==> src/rtl/sdr_pkg.sv <==
package sdr_pkg;
	localparam int WORD_W = 24;
	localparam int ADDR_W = 3;
	localparam int FIELD_W = 11;
	localparam int FIELD_LSB = 3;
	localparam int FIELD_MSB = 13;
	localparam int DITHER_W = 17;
	localparam int DITHER_LSB = 3;
	localparam int INT_W = 7;
	localparam logic [2:0] SEL_INT = 3'h0;
	localparam logic [2:0] SEL_MOD = 3'h1;
	localparam logic [2:0] SEL_FRAC = 3'h2;
	localparam logic [2:0] SEL_DITHER = 3'h3;
	localparam logic [10:0] MOD_RESET = 11'h600;
	localparam logic [10:0] FRAC_RESET = 11'h300;
	localparam logic [16:0] DITHER_RESET = 17'h00001;
	localparam logic [6:0] INT_RESET = 7'h18;
	localparam int CLK_DIV = 4;
	// Host APB register byte addresses
	localparam logic [7:0] A_CTRL = 8'h00;
	localparam logic [7:0] A_DATA = 8'h04;
	localparam logic [7:0] A_STAT = 8'h08;
	localparam int CTRL_GO = 0;
	localparam int STAT_BUSY = 0;
	localparam int STAT_CAL = 1;
endpackage

==> src/rtl/sdr_link_if.sv <==
`timescale 1ns/10ps
`default_nettype none
interface sdr_link_if;
	logic sclk;
	logic sdata;
	logic sload;
	modport host (output sclk, output sdata, output sload);
	modport device (input sclk, input sdata, input sload);
endinterface
`default_nettype wire

==> src/rtl/sdr_host.sv <==
// Decided for this implementation: the APB register port.
`timescale 1ns/10ps
`default_nettype none
module sdr_host
	import sdr_pkg::*;
(
	sdr_link_if.host    link,
	input  wire logic   clock,
	input  wire logic   rstn,
	input  wire logic   psel,
	input  wire logic   penable,
	input  wire logic   pwrite,
	input  wire logic [7:0]  paddr,
	input  wire logic [31:0] pwdata,
	output logic [31:0] prdata,
	output logic        pready,
	output logic        pslverr
);
	import sdr_pkg::*;

	typedef enum logic [2:0] {
		ST_IDLE  = 3'h1,
		ST_SHIFT = 3'h2,
		ST_LOAD  = 3'h4
	} sdr_state_type;

	sdr_state_type     st_r, st_nxt;
	logic [WORD_W-1:0] data_r, data_nxt, sh_r, sh_nxt;
	logic [4:0]        bit_r, bit_nxt;
	logic [1:0]        div_r, div_nxt;
	logic              sclk_r, sclk_nxt, sload_r, sload_nxt;
	logic              cal_r, cal_nxt;
	logic [31:0]       rd_nxt;
	logic              acc;

	function automatic logic is_div(input logic [2:0] s);
		return (s == SEL_INT) || (s == SEL_MOD) || (s == SEL_FRAC);
	endfunction

	assign acc = psel && penable;
	assign link.sclk  = sclk_r;
	assign link.sload = sload_r;
	assign link.sdata = sh_r[WORD_W-1];

	always_comb begin
		st_nxt    = st_r;
		data_nxt  = data_r;
		sh_nxt    = sh_r;
		bit_nxt   = bit_r;
		div_nxt   = div_r + 2'h1;
		sclk_nxt  = sclk_r;
		sload_nxt = sload_r;
		cal_nxt   = cal_r;
		rd_nxt    = 32'h0;
		if (acc && pwrite && paddr == A_DATA) begin
			// Software supplies select code and field; it must keep
			// upper bits zero, ranges valid, dividers last
			data_nxt = pwdata[WORD_W-1:0];
		end
		// Decoded in setup so the data stands at the edge that samples pready
		if (psel && !penable && !pwrite) begin
			case (paddr)
				A_DATA:  rd_nxt = {8'h0, data_r};
				A_STAT:  rd_nxt = {30'h0, cal_r, st_r != ST_IDLE};
				default: rd_nxt = 32'h0;
			endcase
		end
		case (st_r)
			ST_IDLE: begin
				sclk_nxt = 1'b0;
				div_nxt  = 2'h0;
				if (acc && pwrite && paddr == A_CTRL && pwdata[CTRL_GO]) begin
					st_nxt    = ST_SHIFT;
					sh_nxt    = data_r;
					bit_nxt   = 5'h0;
					sload_nxt = 1'b0;
					cal_nxt   = is_div(data_r[ADDR_W-1:0]);
				end
			end
			ST_SHIFT: begin
				// Data changes on the falling edge, device samples on rising
				if (div_r == 2'h1) begin
					sclk_nxt = 1'b1;
				end else if (div_r == 2'h3) begin
					sclk_nxt = 1'b0;
					sh_nxt   = {sh_r[WORD_W-2:0], 1'b0};
					bit_nxt  = bit_r + 5'h1;
					if (bit_r == 5'(WORD_W - 1)) begin
						st_nxt = ST_LOAD;
					end
				end
			end
			ST_LOAD: begin
				// Strobe high with a few clocks so the device sees the edge
				sload_nxt = 1'b1;
				if (div_r == 2'h1) begin
					sclk_nxt = 1'b1;
				end else if (div_r == 2'h3) begin
					sclk_nxt = 1'b0;
					bit_nxt  = bit_r + 5'h1;
					if (bit_r == 5'(WORD_W + 2)) begin
						st_nxt = ST_IDLE;
					end
				end
			end
			default: st_nxt = ST_IDLE;
		endcase
	end

	always_ff @(posedge clock) begin
		if (!rstn) begin
			st_r    <= ST_IDLE;
			data_r  <= '0;
			sh_r    <= '0;
			bit_r   <= 5'h0;
			div_r   <= 2'h0;
			sclk_r  <= 1'b0;
			sload_r <= 1'b1;
			cal_r   <= 1'b0;
			prdata  <= 32'h0;
			pready  <= 1'b0;
			pslverr <= 1'b0;
		end else begin
			st_r    <= st_nxt;
			data_r  <= data_nxt;
			sh_r    <= sh_nxt;
			bit_r   <= bit_nxt;
			div_r   <= div_nxt;
			sclk_r  <= sclk_nxt;
			sload_r <= sload_nxt;
			cal_r   <= cal_nxt;
			prdata  <= rd_nxt;
			pready  <= psel && !penable;
			pslverr <= 1'b0;
		end
	end
endmodule // sdr_host
`default_nettype wire

==> src/flat_wrapper.sv <==
// flat-port wrapper written by rule: the top's interface ports become plain ports
module sdr_host_flat import sdr_pkg::*;
  (clock, rstn, psel, penable, pwrite, paddr, pwdata, prdata, pready, pslverr, link_sclk, link_sdata, link_sload);
  sdr_link_if link_i ();
  input  wire logic clock;
  input  wire logic rstn;
  input  wire logic psel;
  input  wire logic penable;
  input  wire logic pwrite;
  input  wire logic [7:0] paddr;
  input  wire logic [31:0] pwdata;
  output logic [31:0] prdata;
  output logic pready;
  output logic pslverr;
  output wire logic [$bits(link_i.sclk)-1:0] link_sclk;
  output wire logic [$bits(link_i.sdata)-1:0] link_sdata;
  output wire logic [$bits(link_i.sload)-1:0] link_sload;
  assign link_sclk = link_i.sclk;
  assign link_sdata = link_i.sdata;
  assign link_sload = link_i.sload;
  sdr_host u_core (.link(link_i), .clock(clock), .rstn(rstn), .psel(psel), .penable(penable), .pwrite(pwrite), .paddr(paddr), .pwdata(pwdata), .prdata(prdata), .pready(pready), .pslverr(pslverr));
endmodule
==> config.mk <==
export PLATFORM = sky130hd
export DESIGN_NAME = sdr_host_flat
export DESIGN_NICKNAME = d
export VERILOG_FILES = /design/src/rtl/sdr_pkg.sv /design/src/rtl/sdr_link_if.sv /design/src/rtl/sdr_host.sv /design/src/flat_wrapper.sv
export SDC_FILE = /design/constraint.sdc
export NUM_CORES = 1
export LEC_CHECK = 0
export BUFFER_PORTS_ARGS = -buffer_cell sky130_fd_sc_hd__buf_2
export CORE_ASPECT_RATIO = 1.25
export CORE_MARGIN = 2
export CORE_UTILIZATION = 40
export DETAILED_ROUTE_END_ITERATION = 7
export PLACE_DENSITY_LB_ADDON = 0.25
export SETUP_SLACK_MARGIN = 0.15
export SLEW_MARGIN = 10
export SYNTH_ARGS = -nofsm -noshare
export SYNTH_HDL_FRONTEND = slang
export SYNTH_SLANG_ARGS = --single-unit
export TNS_END_PERCENT = 5
==> constraint.sdc <==
create_clock -name clock -period 4.2 [get_ports clock]
set_input_delay 0.63 -clock clock [delete_from_list [all_inputs] [get_ports clock]]
set_output_delay 0.63 -clock clock [all_outputs]
set_load 0.01 [all_outputs]
Yosys cells after proc, flatten, opt, wreduce, memory -nomap -nowiden --
Index checks and enable logic that the tools add are counted.
Storage, ports and cells: output and inout port bits 37, bits in registers 94, logic and storage cells 82
Operators by class: equal/unequal tests 22, reduce and logical (&&, ||, !) cells 25, bitwise operators 1, add/sub/neg operators 2, muxes and demuxes 22
Operators by type and width (number):
- case mux 24 bit (2 select lines) | 2
- two-way mux 24 bit | 3
- two-way mux 3 bit | 7
- two-way mux 5 bit | 3
- inequality test 2 x 1 -> 1 bit, second input constant | 6
- equality test 5 bit, second input constant | 2
- case mux 5 bit (2 select lines) | 1
- case mux 3 bit (3 select lines) | 1
- equality test 8 x 3 -> 1 bit, second input constant | 1
- equality test 8 x 4 -> 1 bit, second input constant | 1
- zero test 8 bit | 1
- AND reduction 2 bit | 4
- AND reduction 4 bit | 2
- logical AND 1 bit | 7
- AND reduction 7 bit | 1
- equality test 3 x 1 -> 1 bit, second input constant | 2
- equality test 3 x 2 -> 1 bit, second input constant | 2
- inequality test 2 bit, second input constant | 3
- inequality test 3 x 1 -> 1 bit, second input constant | 2
- nonzero test 2 bit | 3
- adder 5 x 1 -> 5 bit, second input constant | 1
- case mux 1 bit (2 select lines) | 2
- OR reduction 2 bit | 2
- equality test 3 bit, second input constant | 1
- 8 further kinds | 12

Depth between registers and ports, before layout --
Gate-level depths: netlist of run 1.
depth in word-level cells 6, depth in mapped cells 7, mapped depth without buffers 6

Worst setup path before layout of run 1 --
No wires, ideal clock.
path type in2reg, start input port paddr[5], end register u_core.sh_r[10], stages on the path 5, slack 2.292 ns, path buffers 1, arrival time 1.836 ns, setup time 0.072 ns, cell sequence nor4_4 -> nand4_4 -> o21ai_4 -> buf_8 -> mux2i_1
Between the ends: word-level cells in the longest chain between the ends 5
RTL lines:
- from (decl) | RTL line flat_wrapper.sv:10 | input wire logic [7:0] paddr;
- zero test 8 bit | RTL line sdr_host.sv:72 | if (acc && pwrite && paddr == A_CTRL && pwdata[CTRL_GO]) begin
- logical AND 1 bit (2 in a row) | RTL line sdr_host.sv:72
- inequality test 2 x 1 -> 1 bit (no line)
- AND reduction 4 bit (no line)
- to (signal assigned) | RTL line sdr_host.sv:126 | sh_r <= sh_nxt;
- to (decl) | RTL line sdr_host.sv:28 | logic [WORD_W-1:0] data_r, data_nxt, sh_r, sh_nxt;
No other way between the ends. A chain may end at the register's enable or synchronous reset.

Worst setup path in the final report of run 1 --
start input port paddr[2], end register u_core.sh_r[9]
The elaborated chain is that of the path after synthesis.

==> results of run 1 <==
==> how the worst min path moves through the flow <==
stage / startpoint / endpoint / slack, ns / cells past startpoint
after floorplan: u_core.div_r[0] / u_core.div_r[0] / 0.42 / 1
after global placement: u_core.div_r[0] / u_core.div_r[0] / 0.43 / 1
after detailed placement: u_core.div_r[0] / u_core.div_r[0] / 0.44 / 1
after CTS: u_core.sh_r[19] / u_core.sh_r[19] / 0.45 / 2
after global routing: u_core.sh_r[1] / u_core.sh_r[1] / 0.47 / 2
final: u_core.div_r[0] / u_core.div_r[0] / 0.45 / 1
==> metrics by stage <==
step	utilization [%]	setup WS (ns)
global route	47.6	1.71
floorplan	-	2.29
CTS	47.6	1.85
global placement	44.3	1.57
finish	47.6	1.85
detailed placement	44.3	1.52
==> cell type report <==
type                       instances  area (sq um)
clock buffer                      10           239
clock inverter                     6          61.3
fill                             854          4730
inverter                           4          15.0
multi-input combinational        257          1760
sequential                        86          1720
tap                              123           154
timing repair buffer              68           350
==> placed cells by master, fill, tap and decap left out, types with 10 or more instances in the layout <==
cell / count
a21oi_1: 10
and2_1: 22
buf_2: 64
dfxtp_1: 86
mux2i_1: 47
nand2_1: 29
nand2b_1: 23
nand3_1: 10
nor2_1: 32
o211ai_1: 28
==> kinds of logic (layout without fill, tap and decap cells) <==
group           after synthesis  count (layout)  share of synthesized area [%]
buf+inv                      35              88                           5.71
mux                          48              48                           13.2
simple gates                142             142                           22.1
xor+xnor                      1               1                          0.239
fa+ha+maj                     4               4                           1.37
other cells                   1               9                          0.102
flops                        86              86                           47.0
compound gates               53              53                           10.3
==> layer usage <==
metal	vias to the layer above	share of wire (%)	GRT usage (%)
met5	-	0	0
met3	10	3.4	3.65
met1	1267	43	17.4
met2	40	52	24.5
li1	1370	-	-
met4	0	2.0	6.67
==> power by group <==
| group | internal, W | total (W) | switching [W] | leakage (nW) |
|---|---|---|---|---|
| registers | 0.000816 | 0.000816 | 0.000000160 | 0.692 |
| clock network | 0.000474 | 0.000783 | 0.000309 | 0.148 |
| logic | 0.0000166 | 0.0000441 | 0.0000274 | 0.987 |
==> state kept, by name (all words and copies together) (netlist names) <==
register / count
u_core.cal_r: 1
u_core.link.sload: 1
u_core.st_r: 3
u_core.sh_r: 24
u_core.pready: 1
u_core.div_r: 2
u_core.bit_r: 5
u_core.prdata: 24
u_core.data_r: 24
u_core.link.sclk: 1
==> impl_metrics.json, run 1 <==
{
  "post_cts_resized": 0,
  "place_area_sq_mm": 0.00400,
  "crit_start": "paddr[2]",
  "fin_cells": 554,
  "grt_util_all_layers_pct": 14.8,
  "via_per_inst": 4.85,
  "hpwl_mm": 4.55,
  "area_growth_pct": 17.5,
  "cts_root_buffer": "clkbuf_16",
  "worst_pin_slew_ns": 1.06,
  "p_leak_nw": 1.83,
  "netlist_area_sq_mm": 0.00366,
  "synth_commonest_cells": "dfxtp_1, mux2i_1, nor2_1",
  "drc": 0,
  "drv_slew": 0,
  "end_kind": "flip-flop",
  "cp-start-kind": "primary input",
  "wl_per_cell_um": 12.4,
  "final_layout_size_suffix_gt1_share_pct": 23.0,
  "diodes": 0,
  "post_cts.repair.setup_buffers": 0,
  "drv_cap": 0,
  "die_y_um": 111,
  "tritoncts": "yes",
  "grt_pass1_vias": 2594,
  "drt-total-wl_mm": 6.84,
  "arrival_ns": 2.60,
  "syn_avg_cell_area_sq_um": 9.89,
  "final.setup.tns_ns": 0,
  "synthFlopType": "dfxtp_1",
  "rrSetupSlack_ns": 1.96,
  "synth_seq_cells": 86,
  "hold_class": "reg2reg",
  "ys_top_cells_by_area": "dfxtp_1, mux2i_1, o211ai_1",
  "cp.depth": 5,
  "yosys_warnings": 0,
  "synth_edf_count": 0,
  "finalHoldViolations": 0,
  "rsz0062_at_grt": "false",
  "cts.path.max_buffers": 2,
  "die_area_sq_mm": 0.00994,
  "drt_iter0_drc": 86,
  "grt_max_degree": 51,
  "final_antenna_net_count": 0,
  "vias": 2687,
  "crit_chain": "buf_2 > nor3b_1 > nand4_4 > o21ai_4 > mux2i_1",
  "clock_skew_ns": 0.00562,
  "numCtsBuffers": 9,
  "seq_area_frac_synth_pct": 47.0,
  "yosysUniqueCellTypes": 48,
  "routabilityCongestion": 0.779,
  "firstDrtPassIters": 4,
  "die_w_um": 89.6,
  "power.total_w": 0.00164,
  "worst-r2r-cell-count": 4,
  "min_period_ns": 2.35,
  "fmax_mhz": 425,
  "synth.top_cell.area_share_pct": 47.0,
  "holdWs_ns": 0.447,
  "design_area_sq_mm": 0.00430,
  "irDropWorstVdd_mv": 0.243,
  "critPathRequiredTime_ns": 4.45,
  "crit_path_max_incr_delay_ns": 0.84,
  "endpoint": "u_core.sh_r[9]",
  "grt_remaining_overflow": 0,
  "async_flop_share_pct": 0,
  "nets": 475,
  "worstSetupPathType": "in2reg",
  "core-area_sq_mm": 0.00903,
  "cp_top_family": "compound AO/OA/AOI/OAI gates",
  "yosysTopAreaCell": "dfxtp_1",
  "powerDensity_mw_per_mm2": 382,
  "cts_sinks": 86,
  "clk_latency_ns": 0.33,
  "netlist_instances": 370,
  "grt_pass1_wl_mm": 11.6,
  "io_buffers": 64,
  "ioPinCount": 82,
  "start_util_pct": 40.5,
  "yosysMostFrequentCell": "dfxtp_1",
  "place_inst": 538,
  "crit_buf_inv": 1,
  "cp_slowest_cell": "o21ai_4",
  "finalSetupViolCount": 0,
  "antenna_found_initial": 0,
  "clk_pin_slew_worst_paths_ns": 0.06,
  "cts-hold-fix-buffers": 0,
  "crit_fanout": 23,
  "finalCritPeriodShare_pct": 56.0,
  "relSlewSlack_pct": 29.1,
  "rr_endpoint": "u_core.sh_r[9]",
  "r2r_start": "u_core.st_r[0]",
  "htree_levels": 3,
  "status": "finished clean",
  "rows": 39
}
Power figures use the tool's default switching activity.
==> inputs of run 2 (changes only) <==
clock period = 2.4 ns   (was 4.2 ns; I/O delays follow)
==> run 2 against run 1 <==
Net effect:
- hold slack worse by 0.20 ns
- die area is the same
- sequential share of layout area down 0.070 points
- total power increased by 69%
- highest routed layer unchanged
==> impl_metrics.json, run 2 (synthesis results as in run 1) <==
{
  "status": "finished clean",
  "end_kind": "flip-flop",
  "final.setup.tns_ns": 0,
  "post_cts.repair.setup_buffers": 0,
  "finalCritPeriodShare_pct": 74.0,
  "grt_remaining_overflow": 0,
  "rows": 39,
  "rsz0062_at_grt": "false",
  "drt-met1-wl_mm": 3.09,
  "hpwl_mm": 4.63,
  "crit_chain": "nand2b_2 > or2_2 > o21ai_4 > buf_12 > mux2i_1",
  "ioPinCount": 82,
  "grt_pass1_wl_mm": 11.5,
  "routed.top_layer": "met4",
  "worst_pin_slew_ns": 0.508,
  "switching_power_w": 0.000620,
  "p_leak_nw": 1.83,
  "htree_levels": 3,
  "finalSetupViolCount": 0,
  "fmax_mhz": 563,
  "cts-hold-fix-buffers": 0,
  "fin_cells": 557,
  "min_period_ns": 1.78,
  "powerDensity_mw_per_mm2": 645,
  "arrival_ns": 2.04,
  "critPathRequiredTime_ns": 2.66,
  "crit_buf_inv": 1,
  "tritoncts": "yes",
  "die_y_um": 111,
  "final_antenna_net_count": 0,
  "finalHoldViolations": 0,
  "clock_power_share_pct": 45.8,
  "start_util_pct": 40.5,
  "routabilityCongestion": 0.864,
  "crit_path_max_incr_delay_ns": 0.53,
  "cp_slowest_cell": "dfxtp_1",
  "cp-start-kind": "flip-flop",
  "drv_slew": 0,
  "relSlewSlack_pct": 66.0,
  "clk_pin_slew_worst_paths_ns": 0.06,
  "worstSetupPathType": "reg2reg",
  "final_util_pct": 47.7,
  "drc": 0,
  "antenna_found_initial": 0,
  "sequentialPowerShare_pct": 51.4,
  "cts_root_buffer": "clkbuf_16",
  "diodes": 0,
  "via_per_inst": 4.80,
  "place_inst": 541,
  "drv_cap": 0,
  "core-area_sq_mm": 0.00903,
  "irDropWorstVdd_mv": 0.371,
  "wl_met3_um": 185,
  "nets": 478,
  "drt-total-wl_mm": 6.91,
  "numCtsBuffers": 9,
  "final_layout_size_suffix_gt1_share_pct": 23.5,
  "multi_input_area_sq_mm": 0.00176,
  "die_area_sq_mm": 0.00994,
  "hold_class": "in2reg",
  "post_cts_resized": 0,
  "io_buffers": 64,
  "largestRegisters": "u_core.data_r x24, u_core.prdata x24, u_core.sh_r x24",
  "dr_wl_met2_mm": 3.50,
  "clock_skew_ns": 0.00427,
  "drt_iter0_drc": 80,
  "final_common_cell": "dfxtp_1",
  "firstDrtPassIters": 4,
  "area_growth_pct": 17.7,
  "internal-power_w": 0.00216,
  "p_comb_share_pct": 2.8,
  "clk_latency_ns": 0.33,
  "die_w_um": 89.6,
  "cp_top_family": "flip-flops",
  "vias": 2676,
  "cts.path.max_buffers": 2,
  "grt_max_degree": 51,
  "grt_util_all_layers_pct": 14.9,
  "fillers": 909,
  "cts_sinks": 86,
  "sw_frac_of_total_pct": 22.3,
  "grt_pass1_vias": 2550,
  "wl_per_cell_um": 12.4,
  "seq_area_sq_mm": 0.00172,
  "crit_fanout": 23,
  "holdWs_ns": 0.250,
  "most-common-layout-cells": "dfxtp_1, buf_2, mux2i_1"
}
[run 2: cell count changes in the layout (fill, tap and decap cells not counted)]
cell | previous run | this run
buf_12 | 0 | 1
buf_4 | 4 | 6
bufinv_16 | 1 | 0
clkbuf_8 | 1 | 0
clkinv_4 | 1 | 0
clkinvlp_4 | 1 | 2
inv_6 | 0 | 2
[run 2: per-layer routing]
layer  global-route usage [%]  up-vias
li1                         -     1380
met1                     18.5     1253
met2                     23.9       33
met3                     3.35       10
met4                     6.77        0
met5                        0        -
[run 2: final timing paths]
kind	from	end	slack (ns)	cells past startpoint
max reg2reg	u_core.st_r[0]	u_core.sh_r[15]	0.62	5
min reg2reg	u_core.sh_r[13]	u_core.sh_r[13]	0.45	2
max	u_core.st_r[0]	u_core.sh_r[15]	0.62	5
min	pwdata[7]	u_core.data_r[7]	0.25	3
[run 2: area by class of cell]
cell class                      instances  share of cell area (%)
Inverter                                4                   0.349
Clock buffer                            9                    5.23
Multi-Input combinational cell        257                    40.8
Tap cell                              123                    3.57
Timing Repair Buffer                   71                    8.95
Clock inverter                          7                    1.10
Sequential cell                        86                    40.0
[run 2: power by group through the flow]
| stage | combinational (W) | sequential, W | clock (W) |
|---|---|---|---|
| global placement | 0.0000783 | 0.00146 | 0 |
| floorplan | 0.0000476 | 0.00146 | 0 |
| global route | 0.0000856 | 0.00143 | 0.00138 |
| detailed placement | 0.0000791 | 0.00146 | 0 |
| finish | 0.0000779 | 0.00143 | 0.00127 |
| CTS | 0.0000794 | 0.00143 | 0.00132 |
[run 2: metrics by stage]
step           setup WS, ns  area (sq um)  power, W
5_1_grt               0.498          4310   0.00289
2_1_floorplan         0.762          3690   0.00151
4_1_cts               0.608          4310   0.00282
3_3_place_gp          0.507          4040   0.00154
3_5_place_dp          0.447          4040   0.00154
6_report              0.625          4310   0.00278
[run 2: worst min-delay path: stages]
cell	delay (ns)
buf_2	0.07
mux2i_1	0.05
nor2_1	0.07
==> inputs of run 3 (changes only) <==
clock period = 1.5 ns   (was 2.4 ns; I/O delays follow)
==> run 3 against run 2 <==
Net effect:
- the run now ends with setup timing left
- flip-flop and latch count unchanged
- critical path depth increased by 1
- sequential share of layout area decreased by 2.5 points
- clock skew increased by 0.0010 ns
- hold slack got worse by 0.13 ns
- clock power increased by 78%
- design area increased by 7.1%
- die area unchanged
- non-clock buffer count increased by 22
- highest routed layer unchanged
==> impl_metrics.json, run 3 (synthesis results as in run 1) <==
{
  "fin_cells": 579,
  "arrival_ns": 1.77,
  "crit_buf_inv": 1,
  "grt_remaining_overflow": 0,
  "fmax_mhz": 665,
  "drt-total-wl_mm": 7.61,
  "finalSetupViolCount": 3,
  "nets": 500,
  "cp_top_family": "simple AND/OR/NAND/NOR gates",
  "crit_fanout": 5,
  "cp-start-kind": "flip-flop",
  "rows": 39,
  "hold_class": "in2reg",
  "crit_start": "u_core.div_r[1]",
  "rsz0062_at_grt": "true",
  "critPathRequiredTime_ns": 1.77,
  "die_area_sq_mm": 0.00994,
  "p_comb_share_pct": 3.0,
  "die_w_um": 89.6,
  "layout_setup_ws_ns": -0.00414,
  "drc": 0,
  "cp_slowest_cell": "dfxtp_2",
  "diodes": 0,
  "ioPinCount": 82,
  "grt_max_degree": 53,
  "via_per_inst": 4.85,
  "sw_frac_of_total_pct": 21.2,
  "finalHoldViolations": 0,
  "io_buffers": 64,
  "drv_cap": 0,
  "final_layout_size_suffix_gt1_share_pct": 29.8,
  "holdWs_ns": 0.115,
  "cp.depth": 6,
  "grt_util_all_layers_pct": 16.3,
  "clk_pin_slew_worst_paths_ns": 0.06,
  "rr_endpoint": "u_core.bit_r[4]",
  "most-common-layout-cells": "dfxtp_1, buf_2, mux2i_1",
  "design_area_sq_mm": 0.00461,
  "switching_power_w": 0.000993,
  "numCtsBuffers": 9,
  "place_inst": 562,
  "cts_root_buffer": "clkbuf_16",
  "die_y_um": 111,
  "grt_pass1_wl_mm": 12.6,
  "irDropWorstVdd_mv": 0.629,
  "p_leak_nw": 2.00,
  "sequentialPowerShare_pct": 48.8,
  "clock_power_share_pct": 48.2,
  "final_antenna_net_count": 0,
  "vias": 2809,
  "antenna_found_initial": 0,
  "worstSetupPathType": "reg2reg",
  "grt_pass1_vias": 2763,
  "finalCritPeriodShare_pct": 100,
  "firstDrtPassIters": 4,
  "core-area_sq_mm": 0.00903,
  "relSlewSlack_pct": 65.7,
  "routabilityCongestion": 0.796,
  "drt_iter0_drc": 112,
  "dp_slack_ns": -0.143,
  "violations": "setup timing",
  "crit_chain": "inv_2 > ha_4 > and2b_4 > nand3_4 > or3_1 > a31oi_1",
  "cts_sinks": 86,
  "end_kind": "flip-flop",
  "wl_per_cell_um": 13.1,
  "start_util_pct": 40.5,
  "r2r_start": "u_core.div_r[1]",
  "worst_pin_slew_ns": 0.515,
  "crit_path_max_incr_delay_ns": 0.33,
  "area_growth_pct": 26.1,
  "cts.path.max_buffers": 2,
  "final_util_pct": 51.1,
  "status": "finished, violations left",
  "hpwl_mm": 5.13,
  "cts-hold-fix-buffers": 0,
  "internal-power_w": 0.00369,
  "worst-r2r-cell-count": 6,
  "powerDensity_mw_per_mm2": 1010,
  "clk_latency_ns": 0.34,
  "drv_slew": 0,
  "place_area_sq_mm": 0.00425,
  "htree_levels": 3,
  "clock_skew_ns": 0.00529,
  "min_period_ns": 1.50,
  "largestRegisters": "u_core.data_r x24, u_core.prdata x24, u_core.sh_r x24",
  "post_cts.repair.setup_buffers": 0,
  "endpoint": "u_core.bit_r[4]",
  "tritoncts": "yes",
  "final_common_cell": "dfxtp_1",
  "rrSetupSlack_ns": -0.004
}
run 3: changes by cell type in the layout (fill, tap and decap cells not counted), sizes merged:
cell | before | now
buf | 71 | 92
bufinv | 0 | 1
clkbuf | 9 | 11
clkinv | 3 | 4
clkinvlp | 2 | 0
inv | 6 | 5
run 3: worst min path at each step:
stage | startpoint | end | slack [ns] | depth (start not counted)
2_1_floorplan | pwdata[0] | u_core.data_r[0] | 0.37 | 2
3_3_place_gp | u_core.sh_r[3] | u_core.sh_r[3] | 0.44 | 2
3_5_place_dp | u_core.sh_r[16] | u_core.sh_r[16] | 0.44 | 2
4_1_cts | pwdata[2] | u_core.data_r[2] | 0.10 | 3
5_1_grt | pwdata[15] | u_core.data_r[15] | 0.11 | 3
6_report | pwdata[2] | u_core.data_r[2] | 0.12 | 3
run 3: worst register-to-register path, stage by stage (launching register included):
cell,delay (ns)
dfxtp_2,0.33
inv_2,0.04
ha_4,0.15
and2b_4,0.30
nand3_4,0.11
or3_1,0.32
a31oi_1,0.18
run 3: metal layers:
layer | vias up | track usage (%) | share of wire, %
met2 | 42 | 28.1 | 53
met5 | - | 0 | 0
met1 | 1334 | 18.7 | 43
met3 | 8 | 4.39 | 3.0
li1 | 1425 | - | -
met4 | 0 | 5.97 | 1.5
run 3: what timing repair did:
item | CTS | global route
setup endpoints to repair | 31 | 35
gates cloned | 0 | 1
gates resized for setup | 2 | 9
pin swaps | 5 | 10
run 3: area by class of cell:
class                           instances  area (sq um)
Tap cell                              123           154
Multi-Input combinational cell        257          1810
Clock buffer                           10           239
Timing Repair Buffer                   93           597
Sequential cell                        86          1730
Inverter                                4          15.0
Fill cell                             845          4410
Clock inverter                          6          70.1
run 3: through the flow:
stage                     TNS, ns  power [W]
final                     -0.0105    0.00468
after global routing        -1.33    0.00485
after CTS                  -0.118    0.00475
after detailed placement    -6.74    0.00248
after global placement      -5.26    0.00247
after floorplan            -0.323    0.00241
run 3: power groups by stage:
| stage | logic [W] | clock network, W | registers [W] |
|---|---|---|---|
| 2_1_floorplan | 0.0000766 | 0 | 0.00234 |
| 3_3_place_gp | 0.000136 | 0 | 0.00234 |
| 3_5_place_dp | 0.000139 | 0 | 0.00234 |
| 4_1_cts | 0.000140 | 0.00233 | 0.00228 |
| 5_1_grt | 0.000152 | 0.00241 | 0.00228 |
| 6_report | 0.000138 | 0.00226 | 0.00228 |
